`config.mk`:
```
export PLATFORM = sky130hd
export DESIGN_NAME = acr_host_flat
export DESIGN_NICKNAME = d
export VERILOG_FILES = /design/src/rtl/acr_pkg.sv /design/src/rtl/acr_link_if.sv /design/src/rtl/acr_host.sv /design/src/flat_wrapper.sv
export SDC_FILE = /design/constraint.sdc
export NUM_CORES = 1
export LEC_CHECK = 0
export BUFFER_PORTS_ARGS = -buffer_cell sky130_fd_sc_hd__buf_2
export CORE_ASPECT_RATIO = 0.8
export CORE_UTILIZATION = 59
export DETAILED_ROUTE_END_ITERATION = 7
export HOLD_SLACK_MARGIN = 0.02
export PLACE_DENSITY_LB_ADDON = 0.12
export SLEW_MARGIN = 30
export SYNTH_ARGS = -nofsm -noshare
export SYNTH_HDL_FRONTEND = slang
export SYNTH_SLANG_ARGS = --single-unit
```
`constraint.sdc`:
```
create_clock -name pclk -period 7.5 [get_ports pclk]
set_clock_uncertainty 0.2 [all_clocks]
set_input_delay 0.75 -clock pclk [delete_from_list [all_inputs] [get_ports pclk]]
set_output_delay 0.75 -clock pclk [all_outputs]
set_load 0.01 [all_outputs]
```
`src/rtl/acr_pkg.sv`:
```
// constants shared by both ends of the configuration link
// Contract
// RL1 - reset pin high 2 us restores defaults
// RL2 - reset clears converter, data outputs low
// RL3 - host must reset or write defaults first; acr_host still starts a single write before either
// RL4 - without reset, hold pin low, write all
// RL5 - default write order 9,A,B,C,D,E,0,1,F
// RL6 - 16-bit word: 4-bit address, 12-bit data
// RL7 - address E defaults 804, others 000
// RL8 - select frames 16 bits, MSB first
package acr_pkg;
  localparam int          CLK_NS      = 10;
  localparam int          T_RST_NS    = 2000;
  localparam int          RST_CYC     = (T_RST_NS + CLK_NS - 1) / CLK_NS;
  localparam int          HALF_CYC    = 4;
  localparam int          GAP_CYC     = 8;
  localparam int          WORD_BITS   = 16;
  localparam int          ADDR_MSB    = 15;
  localparam int          ADDR_LSB    = 12;
  localparam int          DATA_BITS   = 12;
  localparam int          INIT_LEN    = 9;
  localparam logic [11:0] DEF_E       = 12'h804;
  localparam logic [11:0] DEF_OTHER   = 12'h000;
  localparam logic [3:0]  ADDR_E      = 4'hE;
  // host register offsets and fields
  localparam logic [7:0]  OFS_CTRL    = 8'h00;
  localparam logic [7:0]  OFS_WORD    = 8'h04;
  localparam logic [7:0]  OFS_STATUS  = 8'h08;
  localparam int          CTRL_HWRST  = 0;
  localparam int          CTRL_SWINIT = 1;
  localparam int          CTRL_SINGLE = 2;
  localparam int          STAT_BUSY   = 0;
  localparam int          STAT_DONE   = 1;
  localparam logic [15:0] WORD_RESET  = 16'h0000;

  // default value held by a configuration address
  function automatic logic [11:0] def_data(input logic [3:0] addr);
    def_data = (addr == ADDR_E) ? DEF_E : DEF_OTHER; // RL7
  endfunction

  // address of step idx of the software default write
  function automatic logic [3:0] init_addr(input logic [3:0] idx);
    case (idx) // RL5
      4'h0:    init_addr = 4'h9;
      4'h1:    init_addr = 4'hA;
      4'h2:    init_addr = 4'hB;
      4'h3:    init_addr = 4'hC;
      4'h4:    init_addr = 4'hD;
      4'h5:    init_addr = 4'hE;
      4'h6:    init_addr = 4'h0;
      4'h7:    init_addr = 4'h1;
      default: init_addr = 4'hF;
    endcase
  endfunction
endpackage

```
`src/rtl/acr_link_if.sv`:
```
// three-wire programming link plus hardware reset line
`timescale 1ns/1ns
interface acr_link_if;
  logic rst;   // hardware reset, active high
  logic sel_n; // frame select, active low
  logic sclk;  // serial clock, idle low
  logic sdata; // serial data, sampled on sclk rise

  modport dev  (input rst, input sel_n, input sclk, input sdata);
  modport host (output rst, output sel_n, output sclk, output sdata);
endinterface

```
`src/rtl/acr_host.sv`:
```
// host end: apb command registers, reset pulse and serial writer
//
// The implementer's own choice: register access over APB.
`timescale 1ns/1ns
module acr_host (
  input  wire logic        pclk,
  input  wire logic        presetn,
  input  wire logic        psel,
  input  wire logic        penable,
  input  wire logic        pwrite,
  input  wire logic [7:0]  paddr,
  input  wire logic [31:0] pwdata,
  output logic [31:0]      prdata,
  output logic             pready,
  output logic             pslverr,
  acr_link_if.host         link
);
  // one-hot sequencer states
  typedef enum logic [5:0] {
    ST_IDLE  = 6'b000001,
    ST_RESET = 6'b000010,
    ST_LOAD  = 6'b000100,
    ST_LOW   = 6'b001000,
    ST_HIGH  = 6'b010000,
    ST_GAP   = 6'b100000
  } acr_state_type;

  // sequencer state and the values it registers next
  acr_state_type state, next_state;
  logic [7:0]  cnt, next_cnt;
  logic [3:0]  bitn, next_bitn;
  logic [3:0]  idx, next_idx;
  logic        init_mode, next_init_mode;
  logic [15:0] shreg, next_shreg;
  logic [15:0] word, next_word;
  logic        done, next_done;
  logic        rst_q, next_rst_q;
  logic        sel_n_q, next_sel_n_q;
  logic        sclk_q, next_sclk_q;
  logic        sdata_q, next_sdata_q;
  logic [31:0] next_prdata;
  logic        wr, rd, hit, busy;
  logic        at_ctrl, at_word, at_status;

  // zero-wait apb handshake and register decode
  assign pready    = 1'b1;
  assign busy      = (state != ST_IDLE);
  assign at_ctrl   = (paddr == acr_pkg::OFS_CTRL);
  assign at_word   = (paddr == acr_pkg::OFS_WORD);
  assign at_status = (paddr == acr_pkg::OFS_STATUS);
  assign hit       = at_ctrl || at_word || at_status;
  assign wr        = psel && penable && pwrite;
  assign rd        = psel && !penable && !pwrite;
  assign pslverr   = psel && penable && !hit;

  // link pins come straight from flip-flops, so no glitch reaches them
  assign link.rst   = rst_q;
  assign link.sel_n = sel_n_q;
  assign link.sclk  = sclk_q;
  assign link.sdata = sdata_q;

  // read data captured in the setup phase, shown in the access phase
  always_comb begin
    next_prdata = 32'h00000000;
    if (rd && at_word) begin
      next_prdata = {16'h0000, word};
    end else if (rd && at_status) begin
      next_prdata[acr_pkg::STAT_BUSY] = busy;
      next_prdata[acr_pkg::STAT_DONE] = done;
    end
  end

  // true on the last cycle of a timed phase lasting len cycles
  function automatic logic phase_end(input logic [7:0] count,
                                     input int         len);
    phase_end = (count == 8'(len - 1));
  endfunction

  // command decode and sequencer
  always_comb begin
    next_state     = state;
    next_cnt       = cnt;
    next_bitn      = bitn;
    next_idx       = idx;
    next_init_mode = init_mode;
    next_shreg     = shreg;
    next_word      = word;
    next_done      = done;
    next_rst_q     = 1'b0;
    next_sel_n_q   = 1'b1;
    next_sclk_q    = 1'b0;
    next_sdata_q   = 1'b0;
    if (wr && at_word) begin
      next_word = pwdata[15:0];
    end
    if (wr && at_status && pwdata[acr_pkg::STAT_DONE]) begin
      next_done = 1'b0;
    end
    case (state)
      ST_IDLE: begin
        next_cnt = 8'h00;
        if (wr && at_ctrl) begin
          if (pwdata[acr_pkg::CTRL_HWRST]) begin
            next_state = ST_RESET;
          end else if (pwdata[acr_pkg::CTRL_SWINIT]) begin
            next_init_mode = 1'b1; // RL4
            next_idx       = 4'h0;
            next_state     = ST_LOAD;
          end else if (pwdata[acr_pkg::CTRL_SINGLE]) begin
            next_init_mode = 1'b0;
            next_state     = ST_LOAD;
          end
        end
      end
      ST_RESET: begin
        next_rst_q = 1'b1;
        next_cnt   = cnt + 8'h01;
        // stop one count later so the pin stands a full RST_CYC periods
        if (cnt == 8'(acr_pkg::RST_CYC)) begin // RL1
          next_rst_q = 1'b0;
          next_state = ST_GAP;
          next_cnt   = 8'h00;
        end
      end
      ST_LOAD: begin
        next_shreg = init_mode
          ? {acr_pkg::init_addr(idx), acr_pkg::def_data(acr_pkg::init_addr(idx))}
          : word; // RL7
        next_bitn  = 4'h0;
        next_cnt   = 8'h00;
        next_state = ST_LOW;
      end
      ST_LOW: begin
        next_sel_n_q = 1'b0;
        next_sdata_q = shreg[acr_pkg::WORD_BITS-1]; // RL8
        next_cnt     = cnt + 8'h01;
        if (phase_end(cnt, acr_pkg::HALF_CYC)) begin
          next_cnt    = 8'h00;
          next_sclk_q = 1'b1;
          next_state  = ST_HIGH;
        end
      end
      ST_HIGH: begin
        next_sel_n_q = 1'b0;
        next_sclk_q  = 1'b1;
        next_sdata_q = shreg[acr_pkg::WORD_BITS-1];
        next_cnt     = cnt + 8'h01;
        if (phase_end(cnt, acr_pkg::HALF_CYC)) begin
          next_cnt    = 8'h00;
          next_sclk_q = 1'b0;
          next_shreg  = {shreg[14:0], 1'b0};
          next_bitn   = bitn + 4'h1;
          if (bitn == 4'(acr_pkg::WORD_BITS - 1)) begin // RL6
            next_state = ST_GAP;
          end else begin
            next_sdata_q = shreg[acr_pkg::WORD_BITS-2];
            next_state   = ST_LOW;
          end
        end
      end
      ST_GAP: begin
        next_cnt = cnt + 8'h01;
        if (phase_end(cnt, acr_pkg::GAP_CYC)) begin
          next_cnt = 8'h00;
          if (init_mode && idx != 4'(acr_pkg::INIT_LEN - 1)) begin
            next_idx   = idx + 4'h1; // RL5
            next_state = ST_LOAD;
          end else begin
            next_done  = 1'b1; // RL3
            next_state = ST_IDLE;
          end
        end
      end
      default: next_state = ST_IDLE;
    endcase
  end

  // register every next value, read data included
  always_ff @(posedge pclk or negedge presetn) begin
    if (!presetn) begin
      state     <= ST_IDLE;
      prdata    <= 32'h00000000;
      cnt       <= 8'h00;
      bitn      <= 4'h0;
      idx       <= 4'h0;
      init_mode <= 1'b0;
      shreg     <= acr_pkg::WORD_RESET;
      word      <= acr_pkg::WORD_RESET;
      done      <= 1'b0;
      rst_q     <= 1'b0;
      sel_n_q   <= 1'b1;
      sclk_q    <= 1'b0;
      sdata_q   <= 1'b0;
    end else begin
      state     <= next_state;
      prdata    <= next_prdata;
      cnt       <= next_cnt;
      bitn      <= next_bitn;
      idx       <= next_idx;
      init_mode <= next_init_mode;
      shreg     <= next_shreg;
      word      <= next_word;
      done      <= next_done;
      rst_q     <= next_rst_q;
      sel_n_q   <= next_sel_n_q;
      sclk_q    <= next_sclk_q;
      sdata_q   <= next_sdata_q;
    end
  end
endmodule

```
`src/flat_wrapper.sv`:
```
// flat-port wrapper written by rule: the top's interface ports become plain ports
module acr_host_flat 
  (pclk, presetn, psel, penable, pwrite, paddr, pwdata, prdata, pready, pslverr, link_rst, link_sel_n, link_sclk, link_sdata);
  acr_link_if link_i ();
  input  wire logic pclk;
  input  wire logic presetn;
  input  wire logic psel;
  input  wire logic penable;
  input  wire logic pwrite;
  input  wire logic [7:0] paddr;
  input  wire logic [31:0] pwdata;
  output logic [31:0] prdata;
  output logic pready;
  output logic pslverr;
  output wire logic [$bits(link_i.rst)-1:0] link_rst;
  output wire logic [$bits(link_i.sel_n)-1:0] link_sel_n;
  output wire logic [$bits(link_i.sclk)-1:0] link_sclk;
  output wire logic [$bits(link_i.sdata)-1:0] link_sdata;
  assign link_rst = link_i.rst;
  assign link_sel_n = link_i.sel_n;
  assign link_sclk = link_i.sclk;
  assign link_sdata = link_i.sdata;
  acr_host u_core (.pclk(pclk), .presetn(presetn), .psel(psel), .penable(penable), .pwrite(pwrite), .paddr(paddr), .pwdata(pwdata), .prdata(prdata), .pready(pready), .pslverr(pslverr), .link(link_i));
endmodule
```
* Word-level counts from Yosys, hierarchy flattened *
Memories as Yosys holds them, arrays and structs flattened.
Cells that the tools add are included.

storage, ports and cells
  bits in registers = 76
  bits in read-only memories = 64
  input bits = 45
  output and inout bits = 38
  logic and storage cells = 119
  memories kept = 2

cells by class
  $add $sub $neg = 3
  eq/ne operators = 24
  mux-type cells = 48
  bitwise operators = 1
  reduce and logical (&&, ||, !) cells = 28

memories
  memory            depth  bits a word  read ports  clocked after memory_dff  wr ports  line           RTL
  (name not given)  8      4            1           0                         0         acr_pkg.sv:43  case (idx)
  (name not given)  8      4            1           0                         0         acr_pkg.sv:43

operators with widths
  kind                   count
  $mux W6                9
  $mux W4                9
  $pmux W6 S6            1
  $mux W16               2
  $pmux W16 S2           1
  $pmux W8 S4            1
  $mux W8                3
  $eq A8 B3 Y1 const B   2
  $pmux W4 S2            2
  $mux W14               1
  $mux W1                13
  $logic_and A1 B1 Y1    12
  $mux W12               1
  $ne A2 B1 Y1 const B   6
  $reduce_and A6 Y1      2
  $add A4 B1 Y4 const B  2
  $add A8 B1 Y8 const B  1
  $eq A4 B4 Y1 const B   2
  $eq A8 B2 Y1 const B   1
  $eq A8 B4 Y1 const B   1
  $eq A8 B8 Y1 const B   1
  $logic_not A8 Y1       1
  $ne A4 B4 Y1 const B   2
  $eq A6 B1 Y1 const B   1
  18 further kinds       27

* Depth between registers and ports, before layout *
  word-level depth = 8
  depth in mapped cells = 7
  depth with buffers taken out = 7

* Worst setup path before layout *
No wires, ideal clock.

  kind = input to register
  start = input paddr[5]
  end = register u_core.idx[3]
  library setup time = 95 ps
  arrival = 2235 ps
  required time = 7205 ps
  setup slack = 4970 ps
  stages = 5
  buffers on the path = 0
  cells stage by stage = nor4_1 > nand4_1 > o41a_1 > or3_1 > o31ai_1

on the way
  longest elaborated chain between the ends = 4

RTL lines
  element                             line                RTL
  start, declared                     flat_wrapper.sv:10  input wire logic [7:0] paddr;
  $logic_not A8 Y1                    acr_host.sv:48      assign at_ctrl = (paddr == acr_pkg::OFS_CTRL);
  $logic_and A1 B1 Y1                 acr_host.sv:102     if (wr && at_ctrl) begin
  $ne A2 B1 Y1 (no source line)       --
  $reduce_and A6 Y1 (no source line)  --
  end signal, assigned                acr_host.sv:199     idx <= next_idx;
  end, declared                       acr_host.sv:32      logic [3:0] idx, next_idx;

Every way passes these cells.
A chain may end at the register's enable or synchronous reset.

* Worst setup path after layout *
  start = register u_core.state[1]
  end = register u_core.cnt[3]

on the way
  longest elaborated chain between the ends = 3
  elaborated cells on any way between the ends = 10
  those cells by class = 6 x eq/ne; 1 x mux; 3 x reduce/logical

RTL lines
  element                                                   line             RTL
  start, declared                                           acr_host.sv:29   acr_state_type state, next_state;
  start signal, assigned                                    acr_host.sv:195  state <= next_state;
  $eq A6 B4 Y1 (tied with other cells)                      acr_host.sv:99   case (state)
  $reduce_or A2 Y1 (no source line)                         --
  $pmux W8 S4 / $reduce_bool A4 Y1 (equally long branches)  --
  end signal, assigned                                      acr_host.sv:197  cnt <= next_cnt;
  end, declared                                             acr_host.sv:30   logic [7:0] cnt, next_cnt;

Parallel ways exist; a longest one is shown, timed or not.

==> reports/metrics.cfg <==
[status]
run_status=complete, no violations

[detailed_routing]
ant_nets=0
detailroute.via_count=3047
first_iter_violations=281
drc_errors=0
routed_wire_length_mm=8.01
via_per_inst=5.79
drt-pass1-iter-count=7
routed_wire_length_per_instance_um=15.2

[place]
placed_cells=510
buffer_ports.inserted=49
detailed_place_hpwl_mm=5.50
gpl.final_weighted_congestion=0.859
postPlaceCellArea_um2=4090

[floorplanning]
ioPinCount=83
die-width_um=92.7
start_util=0.609
die_h_um=74.6
placement_rows=26
floorplan.core_area_um2=6380
die_area_um2=6910

[global_routing]
globalRouteTotalUtil=0.257
grt_pass1_vias=2760
overflow=0
grt_pass1_wl_mm=13.6
antenna_violations_before_repair=0
grt_max_degree=77

[final_layout]
finish.utilization=0.672
instances_no_fill=526
mostFrequentLayoutCell=sky130_fd_sc_hd__dfrtp_1
design.final.nets=488
filler_cell_count=527
num_antenna_cells=0
layout.cell_area.non_filler_um2=4290
post_route_cells_drive_above_1_share=0.213
mostFrequentLayoutCells=sky130_fd_sc_hd__dfrtp_1 (74), sky130_fd_sc_hd__buf_2 (48), sky130_fd_sc_hd__nand2_1 (36)
areaGrowthSynthToFinish_pct=10.3

[power_and_ir_drop]
power.internal_uw=676
leakage_nw=2.09
pwr-share-comb=0.237
p_per_area_nw_per_um2=238
post_layout_power_mw=1.02
total_switching_power_uw=343
p_clk_frac=0.304
vdd.ir_drop.worst_v=0.000136
switching_share=0.336
p_seq_frac=0.459

[sta]
final_worst_path_cycle_share=0.404
grt_setup_unrepaired=false
final_hold_viol_count=0
setup-violations-final=0
maxSlewHeadroom=0.336
min_period_ps=3030
worstMarginPinSlew_ps=987
maxSlewViolCount=0
max_freq_mhz=330
finalSetupTns_ps=0

[yosys]
synthesis_warning_total=0
synth.distinct_cells=62
synth_enable_flop_cells=0
synth.ff_latch_count=76
postSynth.asyncResetShare=1.00
dominantRegCellSynth=sky130_fd_sc_hd__dfrtp_1
post_syn_instances=394
synthesis.area_per_instance_um2=9.86
yosysSeqAreaShare=0.490
netlist_area_um2=3880

[critical_path]
data_required_critical_path_ps=7580
critPathMaxFanout=8
cp-start-kind=register
critPathArrivalTime_ps=3120
crit_type=reg -> reg
critPathCaptureType=register

[cts]
clk_pin_slew_worst_paths_ps=80
cts-root-to-sink-buffers=2
cts.repair.resized=0
holdBufCountCts=0
worstSkewPairLatency_ps=350
cts_tree=built
ctsRootBufferMaster=sky130_fd_sc_hd__clkbuf_8
post_cts.repair.setup_buffers=0
cts_made_buffers=9
h-tree-depth=3
clock_sinks=76

[job]
cap_violations=0

[worst_hold_path]
timing.hold.worst.class=in -> async

-- Yosys cell counts, types with 6 or more instances --
master	number	area (um2)
sky130_fd_sc_hd__and3_1	12	75.1
sky130_fd_sc_hd__ha_1	6	75.1
sky130_fd_sc_hd__nand3_1	11	55.1
sky130_fd_sc_hd__nand2_1	36	135
sky130_fd_sc_hd__inv_1	15	56.3
sky130_fd_sc_hd__clkbuf_1	15	56.3
sky130_fd_sc_hd__o21ai_0	31	155
sky130_fd_sc_hd__nor2_1	21	78.8
sky130_fd_sc_hd__dfrtp_1	74	1850
sky130_fd_sc_hd__a21oi_1	29	145
sky130_fd_sc_hd__buf_4	17	128
sky130_fd_sc_hd__nor3_1	6	30.0
sky130_fd_sc_hd__and2_1	18	113
sky130_fd_sc_hd__mux2_2	16	180
-- cells by family (layout without fill, tap and decap cells) --
logic type / Yosys count / count (layout) / share of synthesized area
fa+ha+maj: 7 / 7 / 0.0219
mux: 17 / 17 / 0.0490
buf+inv: 49 / 82 / 0.0738
xor+xnor: 2 / 2 / 0.00451
compound gates: 97 / 97 / 0.156
simple gates: 144 / 144 / 0.203
flops: 76 / 76 / 0.490
other cells: 2 / 17 / 0.00193
-- critical path, cell delays in order (launching register included) --
cell	delay, ps
sky130_fd_sc_hd__dfrtp_1	460
sky130_fd_sc_hd__nor4_1	880
sky130_fd_sc_hd__nand2_1	370
sky130_fd_sc_hd__a32o_1	430
sky130_fd_sc_hd__a2111oi_0	450
sky130_fd_sc_hd__a221o_1	180
-- cell type report --
cell class	count	area, um2	share of cell area
clock buffer	10	128	0.0298
tap	84	105	0.0245
multi-input combinational	284	1760	0.411
timing repair buffer	51	267	0.0622
clock inverter	6	65.1	0.0152
sequential	76	1900	0.444
inverter	15	56.3	0.0131
-- layer usage --
metal | vias to the layer above | global-route usage | part of all wire
met5 | - | 0 | 0
met4 | 0 | 0.0803 | 0.010
met3 | 7 | 0.0573 | 0.070
met2 | 122 | 0.360 | 0.42
met1 | 1445 | 0.396 | 0.50
li1 | 1473 | - | -
-- flip-flops by register name (all words and copies together), names as in the netlist --
register and flops:
u_core.link.sel_n 1, u_core.shreg 16, u_core.link.sclk 1, u_core.link.rst 1, u_core.done 1, u_core.bitn 4, u_core.state 6, u_core.link.sdata 1
u_core.cnt 8, u_core.init_mode 1, u_core.idx 4, u_core.prdata 16, u_core.word 16
-- power groups by stage --
stage | Combinational (mW) | Sequential, mW | Clock [mW]
after global routing | 0.270 | 0.473 | 0.334
after floorplan | 0.182 | 0.466 | 0
final | 0.241 | 0.467 | 0.310
after detailed placement | 0.238 | 0.474 | 0
after CTS | 0.239 | 0.466 | 0.316
after global placement | 0.229 | 0.473 | 0
-- per-stage QoR --
stage               hold WS [ps]  setup WS [ps]
floorplan                    250           4970
global placement             261           4580
detailed placement           271           4520
CTS                          289           4510
global route                 258           4270
finish                       198           4470
-- final timing paths --
path                            slack, ps                         from  cells past startpoint                     endpoint
worst max register to register       4470  u_core.state[1]$_DFFE_PN0P_                      5    u_core.cnt[3]$_DFFE_PN0P_
worst min-delay path                  200                      presetn                      1   u_core.prdata[9]$_DFF_PN0_
worst min register to register        290  u_core.shreg[3]$_DFFE_PN0P_                      2  u_core.shreg[3]$_DFFE_PN0P_
min in group pclk                     290  u_core.shreg[3]$_DFFE_PN0P_                      2  u_core.shreg[3]$_DFFE_PN0P_
worst max-delay path                 4470  u_core.state[1]$_DFFE_PN0P_                      5    u_core.cnt[3]$_DFFE_PN0P_
max in group asynchronous            6420                      presetn                      1        u_core.done$_DFF_PN0_
Note: power is estimated with default switching activity, not from simulation.
